## src/logic/ssmp_defs.svh

```systemverilog
/*
 * Constants of the serial memory programming controller: instruction bytes,
 * field positions and timing figures.
 * Assumes a 20 MHz controller clock and a target that decodes four-byte words.
 */
`ifndef SSMP_DEFS_SVH
`define SSMP_DEFS_SVH

// Controller clock
`define SSMP_CLK_MHZ        20

// Timing figures in their own units
`define SSMP_T_PWR_MS       20.0
`define SSMP_T_FLASH_MS     4.5
`define SSMP_T_EEPROM_MS    9.0
`define SSMP_T_ERASE_MS     9.0
`define SSMP_T_RSTP_NS      1000.0
`define SSMP_SCK_HALF_CYC   4

// Instruction bytes
`define SSMP_PEN_B1         8'hAC
`define SSMP_PEN_B2         8'h53
`define SSMP_ERASE_B2       8'h80
`define SSMP_LOAD_B1        8'h40
`define SSMP_WPAGE_B1       8'h4C
`define SSMP_RFLASH_B1      8'h20
`define SSMP_REE_B1         8'hA0
`define SSMP_WEE_B1         8'hC0
`define SSMP_HIGH_BIT       3
`define SSMP_ALL_ONES       8'hFF

// Field positions of the flash word address
`define SSMP_WORD_LSB       0
`define SSMP_WORD_W         6
`define SSMP_PAGE_LSB       6
`define SSMP_PAGE_W         8

`endif

```

## src/logic/ssmp_pkg.sv

```systemverilog
/*
 * Types of the serial memory programming controller.
 * Assumes ssmp_defs.svh supplies every number.
 */
`default_nettype none
package ssmp_pkg;

    // Commands accepted on the user port
    typedef enum logic [2:0] {
        SSMP_OP_START  = 3'h0,
        SSMP_OP_END    = 3'h1,
        SSMP_OP_ERASE  = 3'h2,
        SSMP_OP_LOAD   = 3'h3,
        SSMP_OP_WPAGE  = 3'h4,
        SSMP_OP_RFLASH = 3'h5,
        SSMP_OP_WEE    = 3'h6,
        SSMP_OP_REE    = 3'h7
    } ssmp_op_t;

    // Sequencer states
    typedef enum logic [2:0] {
        SSMP_ST_IDLE   = 3'h0,
        SSMP_ST_RST_HI = 3'h1,
        SSMP_ST_PWR    = 3'h2,
        SSMP_ST_XFER   = 3'h3,
        SSMP_ST_WAIT   = 3'h4,
        SSMP_ST_RESP   = 3'h5
    } ssmp_state_t;

endpackage
`default_nettype wire

```

## src/logic/ssmp_shift_if.sv

```systemverilog
/*
 * Carrier between the sequencer and the 32-bit serial shifter.
 * Assumes both ends run on the same clock.
 */
`timescale 1ns/100ps
`default_nettype none

interface ssmp_shift_if;
    logic        start;
    logic [31:0] tx_word;
    logic        done;
    logic [31:0] rx_word;

    modport ctrl (output start, output tx_word, input done, input rx_word);
    modport shft (input start, input tx_word, output done, output rx_word);
endinterface

`default_nettype wire

```

## src/logic/ssmp_programmer.sv

```systemverilog
/*
 * In-system programmer for a serial-programmable memory target: takes user
 * commands, runs the target's reset pin and four-byte instructions, and
 * waits or polls after each write.
 * Assumes the target core clock runs, and that one command is given at a
 * time through a valid/ready handshake.
 */
`timescale 1ns/100ps
`default_nettype none
`include "ssmp_defs.svh"

module ssmp_programmer #(
    parameter int unsigned T_PWR_CYC   = $rtoi($ceil(`SSMP_T_PWR_MS * `SSMP_CLK_MHZ * 1000.0)),
    parameter int unsigned T_FLASH_CYC =
        $rtoi($ceil(`SSMP_T_FLASH_MS * `SSMP_CLK_MHZ * 1000.0)),
    parameter int unsigned T_EE_CYC    =
        $rtoi($ceil(`SSMP_T_EEPROM_MS * `SSMP_CLK_MHZ * 1000.0)),
    parameter int unsigned T_ERASE_CYC =
        $rtoi($ceil(`SSMP_T_ERASE_MS * `SSMP_CLK_MHZ * 1000.0)),
    parameter int unsigned SCK_HALF    = `SSMP_SCK_HALF_CYC,
    parameter int unsigned RETRIES     = 3
) (
    // Clock and reset
    input  wire logic             clock,
    input  wire logic             reset_n,
    input  wire logic             clk_en,
    // Command port
    input  wire logic             cmd_valid,
    output var  logic             cmd_ready,
    input  wire ssmp_pkg::ssmp_op_t cmd_op,
    input  wire logic             cmd_high,
    input  wire logic [13:0]      cmd_addr,
    input  wire logic [7:0]       cmd_data,
    // Answer port
    output var  logic             rsp_valid,
    output var  logic [7:0]       rsp_data,
    output var  logic             rsp_err,
    output var  logic             session_active,
    // Target pins
    output var  logic             tgt_reset_n,
    output var  logic             sck,
    output var  logic             mosi,
    input  wire logic             miso
);
    localparam int unsigned TW = 20;
    localparam logic [TW-1:0] T_RSTP =
        TW'($rtoi($ceil(`SSMP_T_RSTP_NS * `SSMP_CLK_MHZ / 1000.0)));

    ssmp_shift_if sh_if ();

    ssmp_pkg::ssmp_state_t st_ff, nxt_st;
    ssmp_pkg::ssmp_op_t    op_ff, nxt_op;
    logic          high_ff, nxt_high;
    logic [13:0]   addr_ff, nxt_addr;
    logic [7:0]    data_ff, nxt_data;
    logic [TW-1:0] tmr_ff, nxt_tmr;
    logic [1:0]    try_ff, nxt_try;
    logic          poll_ff, nxt_poll;
    logic          ok_ff, nxt_ok;
    logic          low_vld_ff, nxt_low_vld;
    logic [5:0]    low_word_ff, nxt_low_word;
    logic          ready_ff, nxt_ready;
    logic          rvld_ff, nxt_rvld;
    logic [7:0]    rdata_ff, nxt_rdata;
    logic          rerr_ff, nxt_rerr;
    logic          rst_n_ff, nxt_rst_n;
    logic          start_ff, nxt_start;
    logic [31:0]   word_ff, nxt_word;

    // Four-byte instruction for an operation
    function automatic logic [31:0] build_word(input ssmp_pkg::ssmp_op_t op,
                                               input logic high,
                                               input logic [13:0] addr,
                                               input logic [7:0] data);
        logic [7:0] hb;
        hb = {7'h00, high} << `SSMP_HIGH_BIT;
        case (op)
            ssmp_pkg::SSMP_OP_START:
                build_word = {`SSMP_PEN_B1, `SSMP_PEN_B2, 16'h0000};
            ssmp_pkg::SSMP_OP_ERASE:
                build_word = {`SSMP_PEN_B1, `SSMP_ERASE_B2, 16'h0000};
            ssmp_pkg::SSMP_OP_LOAD:
                build_word = {`SSMP_LOAD_B1 | hb, 8'h00,
                              2'b00, addr[`SSMP_WORD_LSB +: `SSMP_WORD_W], data};
            ssmp_pkg::SSMP_OP_WPAGE:
                build_word = {`SSMP_WPAGE_B1, 2'b00, addr[13:8],
                              addr[7:6], 6'h00, 8'h00};
            ssmp_pkg::SSMP_OP_RFLASH:
                build_word = {`SSMP_RFLASH_B1 | hb, 2'b00, addr[13:0], 8'h00};
            ssmp_pkg::SSMP_OP_WEE:
                build_word = {`SSMP_WEE_B1, 6'h00, addr[9:0], data};
            ssmp_pkg::SSMP_OP_REE:
                build_word = {`SSMP_REE_B1, 6'h00, addr[9:0], 8'h00};
            default:
                build_word = 32'h0000_0000;
        endcase
    endfunction

    // Sequencer next values
    always_comb begin
        nxt_st       = st_ff;
        nxt_op       = op_ff;
        nxt_high     = high_ff;
        nxt_addr     = addr_ff;
        nxt_data     = data_ff;
        nxt_tmr      = (tmr_ff != '0) ? tmr_ff - TW'(1) : tmr_ff;
        nxt_try      = try_ff;
        nxt_poll     = poll_ff;
        nxt_ok       = ok_ff;
        nxt_low_vld  = low_vld_ff;
        nxt_low_word = low_word_ff;
        nxt_ready    = ready_ff;
        nxt_rvld     = 1'b0;
        nxt_rdata    = rdata_ff;
        nxt_rerr     = rerr_ff;
        nxt_rst_n    = rst_n_ff;
        nxt_start    = 1'b0;
        nxt_word     = word_ff;
        case (st_ff)
            ssmp_pkg::SSMP_ST_IDLE: begin
                if (cmd_valid && ready_ff) begin
                    nxt_ready = 1'b0;
                    nxt_op    = cmd_op;
                    nxt_high  = cmd_high;
                    nxt_addr  = cmd_addr;
                    nxt_data  = cmd_data;
                    nxt_poll  = 1'b0;
                    nxt_rdata = 8'h00;
                    nxt_rerr  = 1'b0;
                    nxt_word  = build_word(cmd_op, cmd_high, cmd_addr, cmd_data);
                    if (cmd_op == ssmp_pkg::SSMP_OP_START) begin
                        // Reset pulse then power-up wait
                        nxt_try   = 2'(RETRIES);
                        nxt_rst_n = 1'b1;
                        nxt_tmr   = T_RSTP;
                        nxt_st    = ssmp_pkg::SSMP_ST_RST_HI;
                    end else if (cmd_op == ssmp_pkg::SSMP_OP_END) begin
                        nxt_rst_n   = 1'b1;
                        nxt_ok      = 1'b0;
                        nxt_low_vld = 1'b0;
                        nxt_st      = ssmp_pkg::SSMP_ST_RESP;
                    end else if (!ok_ff) begin
                        nxt_rerr = 1'b1;
                        nxt_st   = ssmp_pkg::SSMP_ST_RESP;
                    end else if (cmd_op == ssmp_pkg::SSMP_OP_LOAD && cmd_high &&
                                 !(low_vld_ff &&
                                   low_word_ff == cmd_addr[`SSMP_WORD_LSB +: `SSMP_WORD_W]))
                    begin
                        nxt_rerr = 1'b1;
                        nxt_st   = ssmp_pkg::SSMP_ST_RESP;
                    end else begin
                        nxt_start = 1'b1;
                        nxt_st    = ssmp_pkg::SSMP_ST_XFER;
                    end
                end
            end
            ssmp_pkg::SSMP_ST_RST_HI: begin
                if (tmr_ff == '0) begin
                    nxt_rst_n = 1'b0;
                    nxt_tmr   = TW'(T_PWR_CYC);
                    nxt_st    = ssmp_pkg::SSMP_ST_PWR;
                end
            end
            ssmp_pkg::SSMP_ST_PWR: begin
                if (tmr_ff == '0) begin
                    nxt_start = 1'b1;
                    nxt_st    = ssmp_pkg::SSMP_ST_XFER;
                end
            end
            ssmp_pkg::SSMP_ST_XFER: begin
                if (sh_if.done) begin
                    nxt_rdata = sh_if.rx_word[7:0];
                    nxt_st    = ssmp_pkg::SSMP_ST_RESP;
                    case (op_ff)
                        ssmp_pkg::SSMP_OP_START: begin
                            // Echo arrives in the third byte
                            if (sh_if.rx_word[15:8] == `SSMP_PEN_B2) begin
                                nxt_ok = 1'b1;
                            end else if (try_ff != 2'b00) begin
                                nxt_try   = try_ff - 2'b01;
                                nxt_rst_n = 1'b1;
                                nxt_tmr   = T_RSTP;
                                nxt_st    = ssmp_pkg::SSMP_ST_RST_HI;
                            end else begin
                                nxt_rerr = 1'b1;
                            end
                        end
                        ssmp_pkg::SSMP_OP_ERASE: begin
                            nxt_low_vld = 1'b0;
                            nxt_tmr     = TW'(T_ERASE_CYC);
                            nxt_st      = ssmp_pkg::SSMP_ST_WAIT;
                        end
                        ssmp_pkg::SSMP_OP_LOAD: begin
                            nxt_low_vld  = !high_ff;
                            nxt_low_word = addr_ff[`SSMP_WORD_LSB +: `SSMP_WORD_W];
                        end
                        ssmp_pkg::SSMP_OP_WPAGE: begin
                            // Full delay, no polling
                            nxt_low_vld = 1'b0;
                            nxt_tmr     = TW'(T_FLASH_CYC);
                            nxt_st      = ssmp_pkg::SSMP_ST_WAIT;
                        end
                        ssmp_pkg::SSMP_OP_WEE: begin
                            if (!poll_ff) begin
                                nxt_tmr = TW'(T_EE_CYC);
                                if (data_ff == `SSMP_ALL_ONES) begin
                                    nxt_st = ssmp_pkg::SSMP_ST_WAIT;
                                end else begin
                                    nxt_poll  = 1'b1;
                                    nxt_word  = build_word(ssmp_pkg::SSMP_OP_REE,
                                                           1'b0, addr_ff, 8'h00);
                                    nxt_start = 1'b1;
                                    nxt_st    = ssmp_pkg::SSMP_ST_XFER;
                                end
                            end else if (sh_if.rx_word[7:0] != data_ff &&
                                         tmr_ff != '0) begin
                                // Still all ones while busy
                                nxt_start = 1'b1;
                                nxt_st    = ssmp_pkg::SSMP_ST_XFER;
                            end
                        end
                        default: begin
                        end
                    endcase
                end
            end
            ssmp_pkg::SSMP_ST_WAIT: begin
                if (tmr_ff == '0) begin
                    nxt_st = ssmp_pkg::SSMP_ST_RESP;
                end
            end
            ssmp_pkg::SSMP_ST_RESP: begin
                nxt_rvld  = 1'b1;
                nxt_ready = 1'b1;
                nxt_st    = ssmp_pkg::SSMP_ST_IDLE;
            end
            default: begin
                nxt_st = ssmp_pkg::SSMP_ST_IDLE;
            end
        endcase
    end

    // Sequencer registers; target reset low from power-up
    always_ff @(posedge clock or negedge reset_n) begin
        if (!reset_n) begin
            st_ff       <= ssmp_pkg::SSMP_ST_IDLE;
            op_ff       <= ssmp_pkg::SSMP_OP_START;
            high_ff     <= 1'b0;
            addr_ff     <= 14'h0000;
            data_ff     <= 8'h00;
            tmr_ff      <= '0;
            try_ff      <= 2'b00;
            poll_ff     <= 1'b0;
            ok_ff       <= 1'b0;
            low_vld_ff  <= 1'b0;
            low_word_ff <= 6'h00;
            ready_ff    <= 1'b1;
            rvld_ff     <= 1'b0;
            rdata_ff    <= 8'h00;
            rerr_ff     <= 1'b0;
            rst_n_ff    <= 1'b0;
            start_ff    <= 1'b0;
            word_ff     <= 32'h0000_0000;
        end else if (clk_en) begin
            st_ff       <= nxt_st;
            op_ff       <= nxt_op;
            high_ff     <= nxt_high;
            addr_ff     <= nxt_addr;
            data_ff     <= nxt_data;
            tmr_ff      <= nxt_tmr;
            try_ff      <= nxt_try;
            poll_ff     <= nxt_poll;
            ok_ff       <= nxt_ok;
            low_vld_ff  <= nxt_low_vld;
            low_word_ff <= nxt_low_word;
            ready_ff    <= nxt_ready;
            rvld_ff     <= nxt_rvld;
            rdata_ff    <= nxt_rdata;
            rerr_ff     <= nxt_rerr;
            rst_n_ff    <= nxt_rst_n;
            start_ff    <= nxt_start;
            word_ff     <= nxt_word;
        end
    end

    // Shifter request, word taken from its register
    assign sh_if.start   = start_ff;
    assign sh_if.tx_word = word_ff;

    // Link clock half phase held above the target minimum
    ssmp_shifter #(
        .HALF_CYC (SCK_HALF)
    ) u_shifter (
        .clock   (clock),
        .reset_n (reset_n),
        .clk_en  (clk_en),
        .sh      (sh_if.shft),
        .sck     (sck),
        .mosi    (mosi),
        .miso    (miso)
    );

    // Outputs straight from registers
    assign cmd_ready      = ready_ff;
    assign rsp_valid      = rvld_ff;
    assign rsp_data       = rdata_ff;
    assign rsp_err        = rerr_ff;
    assign session_active = ok_ff;
    assign tgt_reset_n    = rst_n_ff;

endmodule

`default_nettype wire

```

## src/logic/ssmp_shifter.sv

```systemverilog
/*
 * Serial shifter: makes the link clock by division and moves one 32-bit
 * instruction word, most significant bit first.
 * Assumes the target samples on the rising link clock edge and shifts its
 * answer on the falling edge.
 */
`timescale 1ns/100ps
`default_nettype none
`include "ssmp_defs.svh"

module ssmp_shifter #(
    parameter int unsigned HALF_CYC = `SSMP_SCK_HALF_CYC
) (
    // Clock and reset
    input  wire logic   clock,
    input  wire logic   reset_n,
    input  wire logic   clk_en,
    // Sequencer side
    ssmp_shift_if.shft  sh,
    // Link pins
    output var  logic   sck,
    output var  logic   mosi,
    input  wire logic   miso
);
    logic        busy_ff, nxt_busy;
    logic        sck_ff, nxt_sck;
    logic        mosi_ff, nxt_mosi;
    logic        done_ff, nxt_done;
    logic [7:0]  half_ff, nxt_half;
    logic [4:0]  bit_ff, nxt_bit;
    logic [31:0] tx_ff, nxt_tx;
    logic [31:0] rx_ff, nxt_rx;
    logic        miso_m_ff, miso_s_ff;

    // Pin synchroniser on the answer line
    always_ff @(posedge clock or negedge reset_n) begin
        if (!reset_n) begin
            miso_m_ff <= 1'b0;
            miso_s_ff <= 1'b0;
        end else if (clk_en) begin
            miso_m_ff <= miso;
            miso_s_ff <= miso_m_ff;
        end
    end

    // Next values of the shift engine
    always_comb begin
        nxt_busy = busy_ff;
        nxt_sck  = sck_ff;
        nxt_mosi = mosi_ff;
        nxt_done = 1'b0;
        nxt_half = half_ff;
        nxt_bit  = bit_ff;
        nxt_tx   = tx_ff;
        nxt_rx   = rx_ff;
        if (busy_ff) begin
            if (half_ff == 8'(HALF_CYC - 1)) begin
                nxt_half = 8'h00;
                if (!sck_ff) begin
                    nxt_sck = 1'b1;             // Data stable here
                end else begin
                    // Sample late in the high phase, after the target shifted
                    nxt_rx  = {rx_ff[30:0], miso_s_ff};
                    nxt_sck = 1'b0;
                    if (bit_ff == 5'h1F) begin
                        nxt_busy = 1'b0;
                        nxt_done = 1'b1;
                    end else begin
                        nxt_bit  = bit_ff + 5'h01;
                        nxt_tx   = {tx_ff[30:0], 1'b0};
                        nxt_mosi = tx_ff[30];
                    end
                end
            end else begin
                nxt_half = half_ff + 8'h01;
            end
        end else if (sh.start) begin
            nxt_busy = 1'b1;
            nxt_tx   = sh.tx_word;
            nxt_mosi = sh.tx_word[31];
            nxt_bit  = 5'h00;
            nxt_half = 8'h00;
        end
    end

    // Shift engine registers
    always_ff @(posedge clock or negedge reset_n) begin
        if (!reset_n) begin
            busy_ff <= 1'b0;
            sck_ff  <= 1'b0;
            mosi_ff <= 1'b0;
            done_ff <= 1'b0;
            half_ff <= 8'h00;
            bit_ff  <= 5'h00;
            tx_ff   <= 32'h0000_0000;
            rx_ff   <= 32'h0000_0000;
        end else if (clk_en) begin
            busy_ff <= nxt_busy;
            sck_ff  <= nxt_sck;
            mosi_ff <= nxt_mosi;
            done_ff <= nxt_done;
            half_ff <= nxt_half;
            bit_ff  <= nxt_bit;
            tx_ff   <= nxt_tx;
            rx_ff   <= nxt_rx;
        end
    end

    assign sck        = sck_ff;
    assign mosi       = mosi_ff;
    assign sh.done    = done_ff;
    assign sh.rx_word = rx_ff;

endmodule

`default_nettype wire
```

## config.mk

```make
export PLATFORM = sky130hd
export DESIGN_NAME = ssmp_programmer
export DESIGN_NICKNAME = d
export VERILOG_FILES = /design/src/logic/ssmp_pkg.sv /design/src/logic/ssmp_shift_if.sv /design/src/logic/ssmp_programmer.sv /design/src/logic/ssmp_shifter.sv
export VERILOG_INCLUDE_DIRS = /design/src /design/src/logic
export SDC_FILE = /design/constraint.sdc
export NUM_CORES = 1
export LEC_CHECK = 0
export BUFFER_PORTS_ARGS = -buffer_cell sky130_fd_sc_hd__clkbuf_2
export CAP_MARGIN = 20
export CORE_MARGIN = 2
export CORE_UTILIZATION = 40
export CTS_BUF_LIST = sky130_fd_sc_hd__clkbuf_16
export CTS_CLUSTER_SIZE = 28
export DETAILED_ROUTE_END_ITERATION = 7
export GPL_TIMING_DRIVEN = 1
export PLACE_DENSITY = 0.67
export REMOVE_ABC_BUFFERS = 1
export SLEW_MARGIN = 10
export SYNTH_ARGS = -nofsm -noshare
export SYNTH_HDL_FRONTEND = slang
export SYNTH_HIERARCHICAL = 1
export SYNTH_SLANG_ARGS = --single-unit
```

## constraint.sdc

```tcl
create_clock -name clock -period 4 [get_ports clock]
set_clock_uncertainty 0.15 [all_clocks]
set_input_delay 0.8 -clock clock [delete_from_list [all_inputs] [get_ports clock]]
set_output_delay 0.8 -clock clock [all_outputs]
set_load 0.02 [all_outputs]
```

== Word level (Yosys, flattened, before mapping) ==
Cells that the tools add are included.

* Bits in registers: 167
* Input port bits: 31
* Output and inout port bits: 15
* Word-level logic and storage cells: 228

* $add $sub $neg: 4
* Equal/unequal tests: 43
* Mux-type cells: 119
* Reductions and logical operators: 34

{| class="wikitable"
|+ Operators by type and width
! cell !! number
|-
| $pmux 32 s7 || 1
|-
| $mux 20 || 8
|-
| $mux 32 || 5
|-
| $mux 31 || 5
|-
| $pmux 20 s4 || 1
|-
| $pmux 32 s2 || 1
|-
| $pmux 20 s3 || 1
|-
| $mux 1 || 55
|-
| $mux 3 || 14
|-
| $mux 8 || 5
|-
| $ne 2x2->1 const B || 17
|-
| $mux 5 || 5
|-
| $eq 3x3->1 const B || 8
|-
| $reduce_and 7->1 || 3
|-
| $logic_not 20->1 || 1
|-
| $reduce_bool 20->1 || 1
|-
| $sub 20x1->20 const B || 1
|-
| $eq 3x2->1 const B || 6
|-
| $pmux 8 s2 || 1
|-
| $reduce_and 8->1 || 2
|-
| $pmux 3 s5 || 1
|-
| $mux 2 || 6
|-
| $pmux 1 s2 || 6
|-
| $reduce_and 4->1 || 3
|-
| other kinds (27) || 43
|}

== Depth between registers and ports, before layout ==
* Depth after elaboration: 10
* Depth in mapped cells: 10
* Depth with buffers taken out: 8

== By module ==
The synthesis kept the hierarchy.

{| class="wikitable"
|+ Modules (own cells, without submodules)
! module !! instances !! cells an instance !! area an instance (µm²) !! seq. area each (µm²)
|-
| ssmp_programmer || 1 || 598 || 5,251.3 || 2,453.6
|-
| ssmp_shifter || 1 || 301 || 3,623.5 || 2,052.0
|}

== Worst setup path before layout ==
OpenSTA, ideal clock, no wires.

* Path kind: flip-flop to flip-flop
* From: reg tmr_ff[0]
* To: reg tmr_ff[3]
* Library setup time: 0.118 ns
* Arrival time: 2.606 ns
* Required time: 3.732 ns
* Path slack: 1.125 ns
* Stages on the path, launching flop included: 11
* Buffers on the path: 2
* Period minus slack after synthesis: 2.875 ns
* Path through: dfrtp_1 > inv_1 > ha_1 > or4b_1 > buf_2 > or4_1 > buf_2 > o41a_4 > a21oi_4 > o21ai_1 > a21o_1

* Longest elaborated chain between the ends: 7
* Elaborated cells between the ends (all ways): 13
* Classes of those cells: add/sub (1); mux (10); reduce/logical (2)

{| class="wikitable"
|+ Ends and longest elaborated chain
! item !! line !! RTL
|-
| from (decl) || ssmp_programmer.sv:56 || <nowiki>logic [TW-1:0] tmr_ff, nxt_tmr;</nowiki>
|-
| from (signal assigned) || ssmp_programmer.sv:270 || <nowiki>tmr_ff <= nxt_tmr;</nowiki>
|-
| $sub 20x1->20 / $reduce_bool 20->1 (equally long branches) || ssmp_programmer.sv:106 || <nowiki>nxt_tmr = (tmr_ff != '0) ? tmr_ff - TW'(1) : tmr_ff;</nowiki>
|-
| $mux 20 || ssmp_programmer.sv:106 ||
|-
| $mux 20 || ssmp_programmer.sv:179 || <nowiki>end else if (try_ff != 2'b00) begin</nowiki>
|-
| $mux 20 || ssmp_programmer.sv:177 || <nowiki>if (sh_if.rx_word[15:8] == `SSMP_PEN_B2) begin</nowiki>
|-
| $pmux 20 s4 || ssmp_programmer.sv:174 || <nowiki>case (op_ff)</nowiki>
|-
| $mux 20 || ssmp_programmer.sv:171 || <nowiki>if (sh_if.done) begin</nowiki>
|-
| $pmux 20 s3 * || ssmp_programmer.sv:119 || <nowiki>case (st_ff)</nowiki>
|}

Mark *: on every way between the ends. The rest lies on a longest branch, timed or not.
A chain may end at the register's enable or synchronous reset.

== Final worst setup path ==
Same ends and word-level chain as after synthesis.

==> metrics <==
Clock Latency Late Sink 0.43 ns; Antenna Nets Post-Route 0; sw power 2.01 mW; Final Util 45.9%; yosys synthesis warning count 6; Switching Share 35.8%; Crit path required time 4.17 ns; Fin. Hold Viols 0; final setup violating endpoints 0; grt ovf 0; ant diodes 0; Pwr per Cell Area 602 mW/mm2; Clock Power Share 28.4%; DRC 0; final slew viol count 0; register share of total power 44.7%; Slew headroom 52.8%; Root Buffer clkbuf_16; Logic pwr share 26.9%; Nets 929; worst hold margin 0.246 ns; Worst Reg-to-Reg Cells 8; H-tree lvl count 4; CTS Hold Bufs 0; layout cells sized above 1 13.7%; core area 0.0203 mm2; vias after detailed routing 6572; Max Cap Viol 0; drt total wl 19600 um; I/O pins 46; startpoint class of the critical path flop; post-CTS setup buffer count 0; CP Max Fanout 9; Tot GR Track Use 19.0%; Die Area 0.0219 mm2; Worst-path clk slew 0.07 ns; routability cong. 0.881; Tmin final 3.12 ns; Max VDD drop 0.000342 V; clk buf depth 2; I/O Buffers 45; clock sink count 164; internal power 3.61 mW; Site Rows 52; hpwl dp 13100 um; first-pass GRT wire length 33300 um; fin crit share 78.0%; critical path arrival 3.29 ns; Critical Path Sink Type flop; P_leak 4.34 nW; worst setup path category flop to flop; Die X 148 um; placed cell area 0.00873 mm2; Worst Tran Pin Value 0.708 ns; CTS tree built; vias in the first global route 6388; WL per Instance 16.7 um; Avg Inst Size Synth 9.57 um2; Design Area, Final 0.00933 mm2; Iteration-0 DRC Markers 525; Gate Count Post-Synth 867; Initial Util 40.9%; Max Fclk 321 MHz; worst hold path class primary input to asynchronous set/reset pin; Vias/cell 5.60; Pre-antenna DRT Iters 5; setup TNS 0 ns; synthesized area 0.00829 mm2; initial antenna violation count 0; largest net degree at the start of global routing 75; P&R area growth vs syn 12.4%; Power, Total 5.62 mW; Die Ht 148 um; # resized after CTS 0; cts bufs inserted 17; RSZ-0062 raised after global routing false; outcome finished clean
cell type report:
type	instances	area [um2]
Sequential cell	164	4110
Tap cell	270	338
Timing Repair Buffer	60	377
Fill cell	1977	11000
Inverter	23	86.3
Clock buffer	17	425
Clock inverter	15	140
Multi-Input combinational cell	624	3850
placed cells by master, fill, tap and decap left out, types with 8 or more instances in the layout:
master	instances
dfrtp_1	162
nand2_1	127
o21ai_0	69
nand3_1	49
clkbuf_2	44
nor2_1	39
mux2i_1	34
o21ai_1	31
a21oi_1	30
inv_1	25
nor3_1	24
mux2_2	23
clkbuf_16	17
a22o_1	14
xor2_1	13
buf_4	13
a21o_1	11
a31oi_1	10
nor4_1	9
and3_1	9
or3_1	8
o31ai_1	8
a22oi_1	8
ha_1	8
metal layers:
layer  track usage, %  vias to the layer above  wire length [um]
li1                 -                     3154                 -
met2             30.4                      161              9330
met3             3.64                       19               880
met1             26.8                     3238              9210
met4             4.48                        0               221
met5                0                        -                 0
metrics by stage:
stage | cells | worst slack, ns
2_1_floorplan | 811 | 0.267
3_3_place_gp | 1140 | 0.924
3_5_place_dp | 1140 | 0.907
4_1_cts | 1172 | 0.888
5_1_grt | 1173 | 0.713
6_report | 1173 | 0.882
registers in the layout, indices dropped and copies added, names as in the netlist, 3 cells and up:
| register | count |
|---|---|
| u_shifter/bit_ff | 5 |
| st_ff | 3 |
| low_word_ff | 6 |
| addr_ff | 10 |
| data_ff | 8 |
| op_ff | 3 |
| rsp_data | 8 |
| sh_if.tx_word | 29 |
| u_shifter/sh.rx_word | 16 |
| tmr_ff | 20 |
| u_shifter/tx_ff | 31 |
| u_shifter/half_ff | 8 |
power groups by stage:
| stage | logic [mW] | registers [mW] | clock network, mW |
|---|---|---|---|
| 2_1_floorplan | 1.07 | 2.44 | 0 |
| 3_3_place_gp | 1.48 | 2.52 | 0 |
| 3_5_place_dp | 1.50 | 2.53 | 0 |
| 4_1_cts | 1.52 | 2.50 | 1.62 |
| 5_1_grt | 1.73 | 2.57 | 1.70 |
| 6_report | 1.51 | 2.51 | 1.59 |
worst paths after layout:
| check | endpoint | startpoint | slack, ns |
|---|---|---|---|
| worst min-delay path | u_shifter/tx_ff[23] | reset_n | 0.25 |
| worst max-delay path | tmr_ff[3] | tmr_ff[0] | 0.88 |
| min in group clock | low_vld_ff | high_ff | 0.31 |
| max in group asynchronous | sh_if.tx_word[7] | reset_n | 2.61 |
| worst min register to register | low_vld_ff | high_ff | 0.31 |
| worst max register to register | tmr_ff[3] | tmr_ff[0] | 0.88 |
critical path, cell delays in order, from the launching register on:
cell     delay, ns
dfrtp_1       0.40
inv_1         0.09
ha_1          0.18
or4b_1        0.60
or4_1         0.69
o41a_4        0.43
a21oi_4       0.18
o21ai_1       0.09
a21o_1        0.18
(Power assumes the default switching activity.)
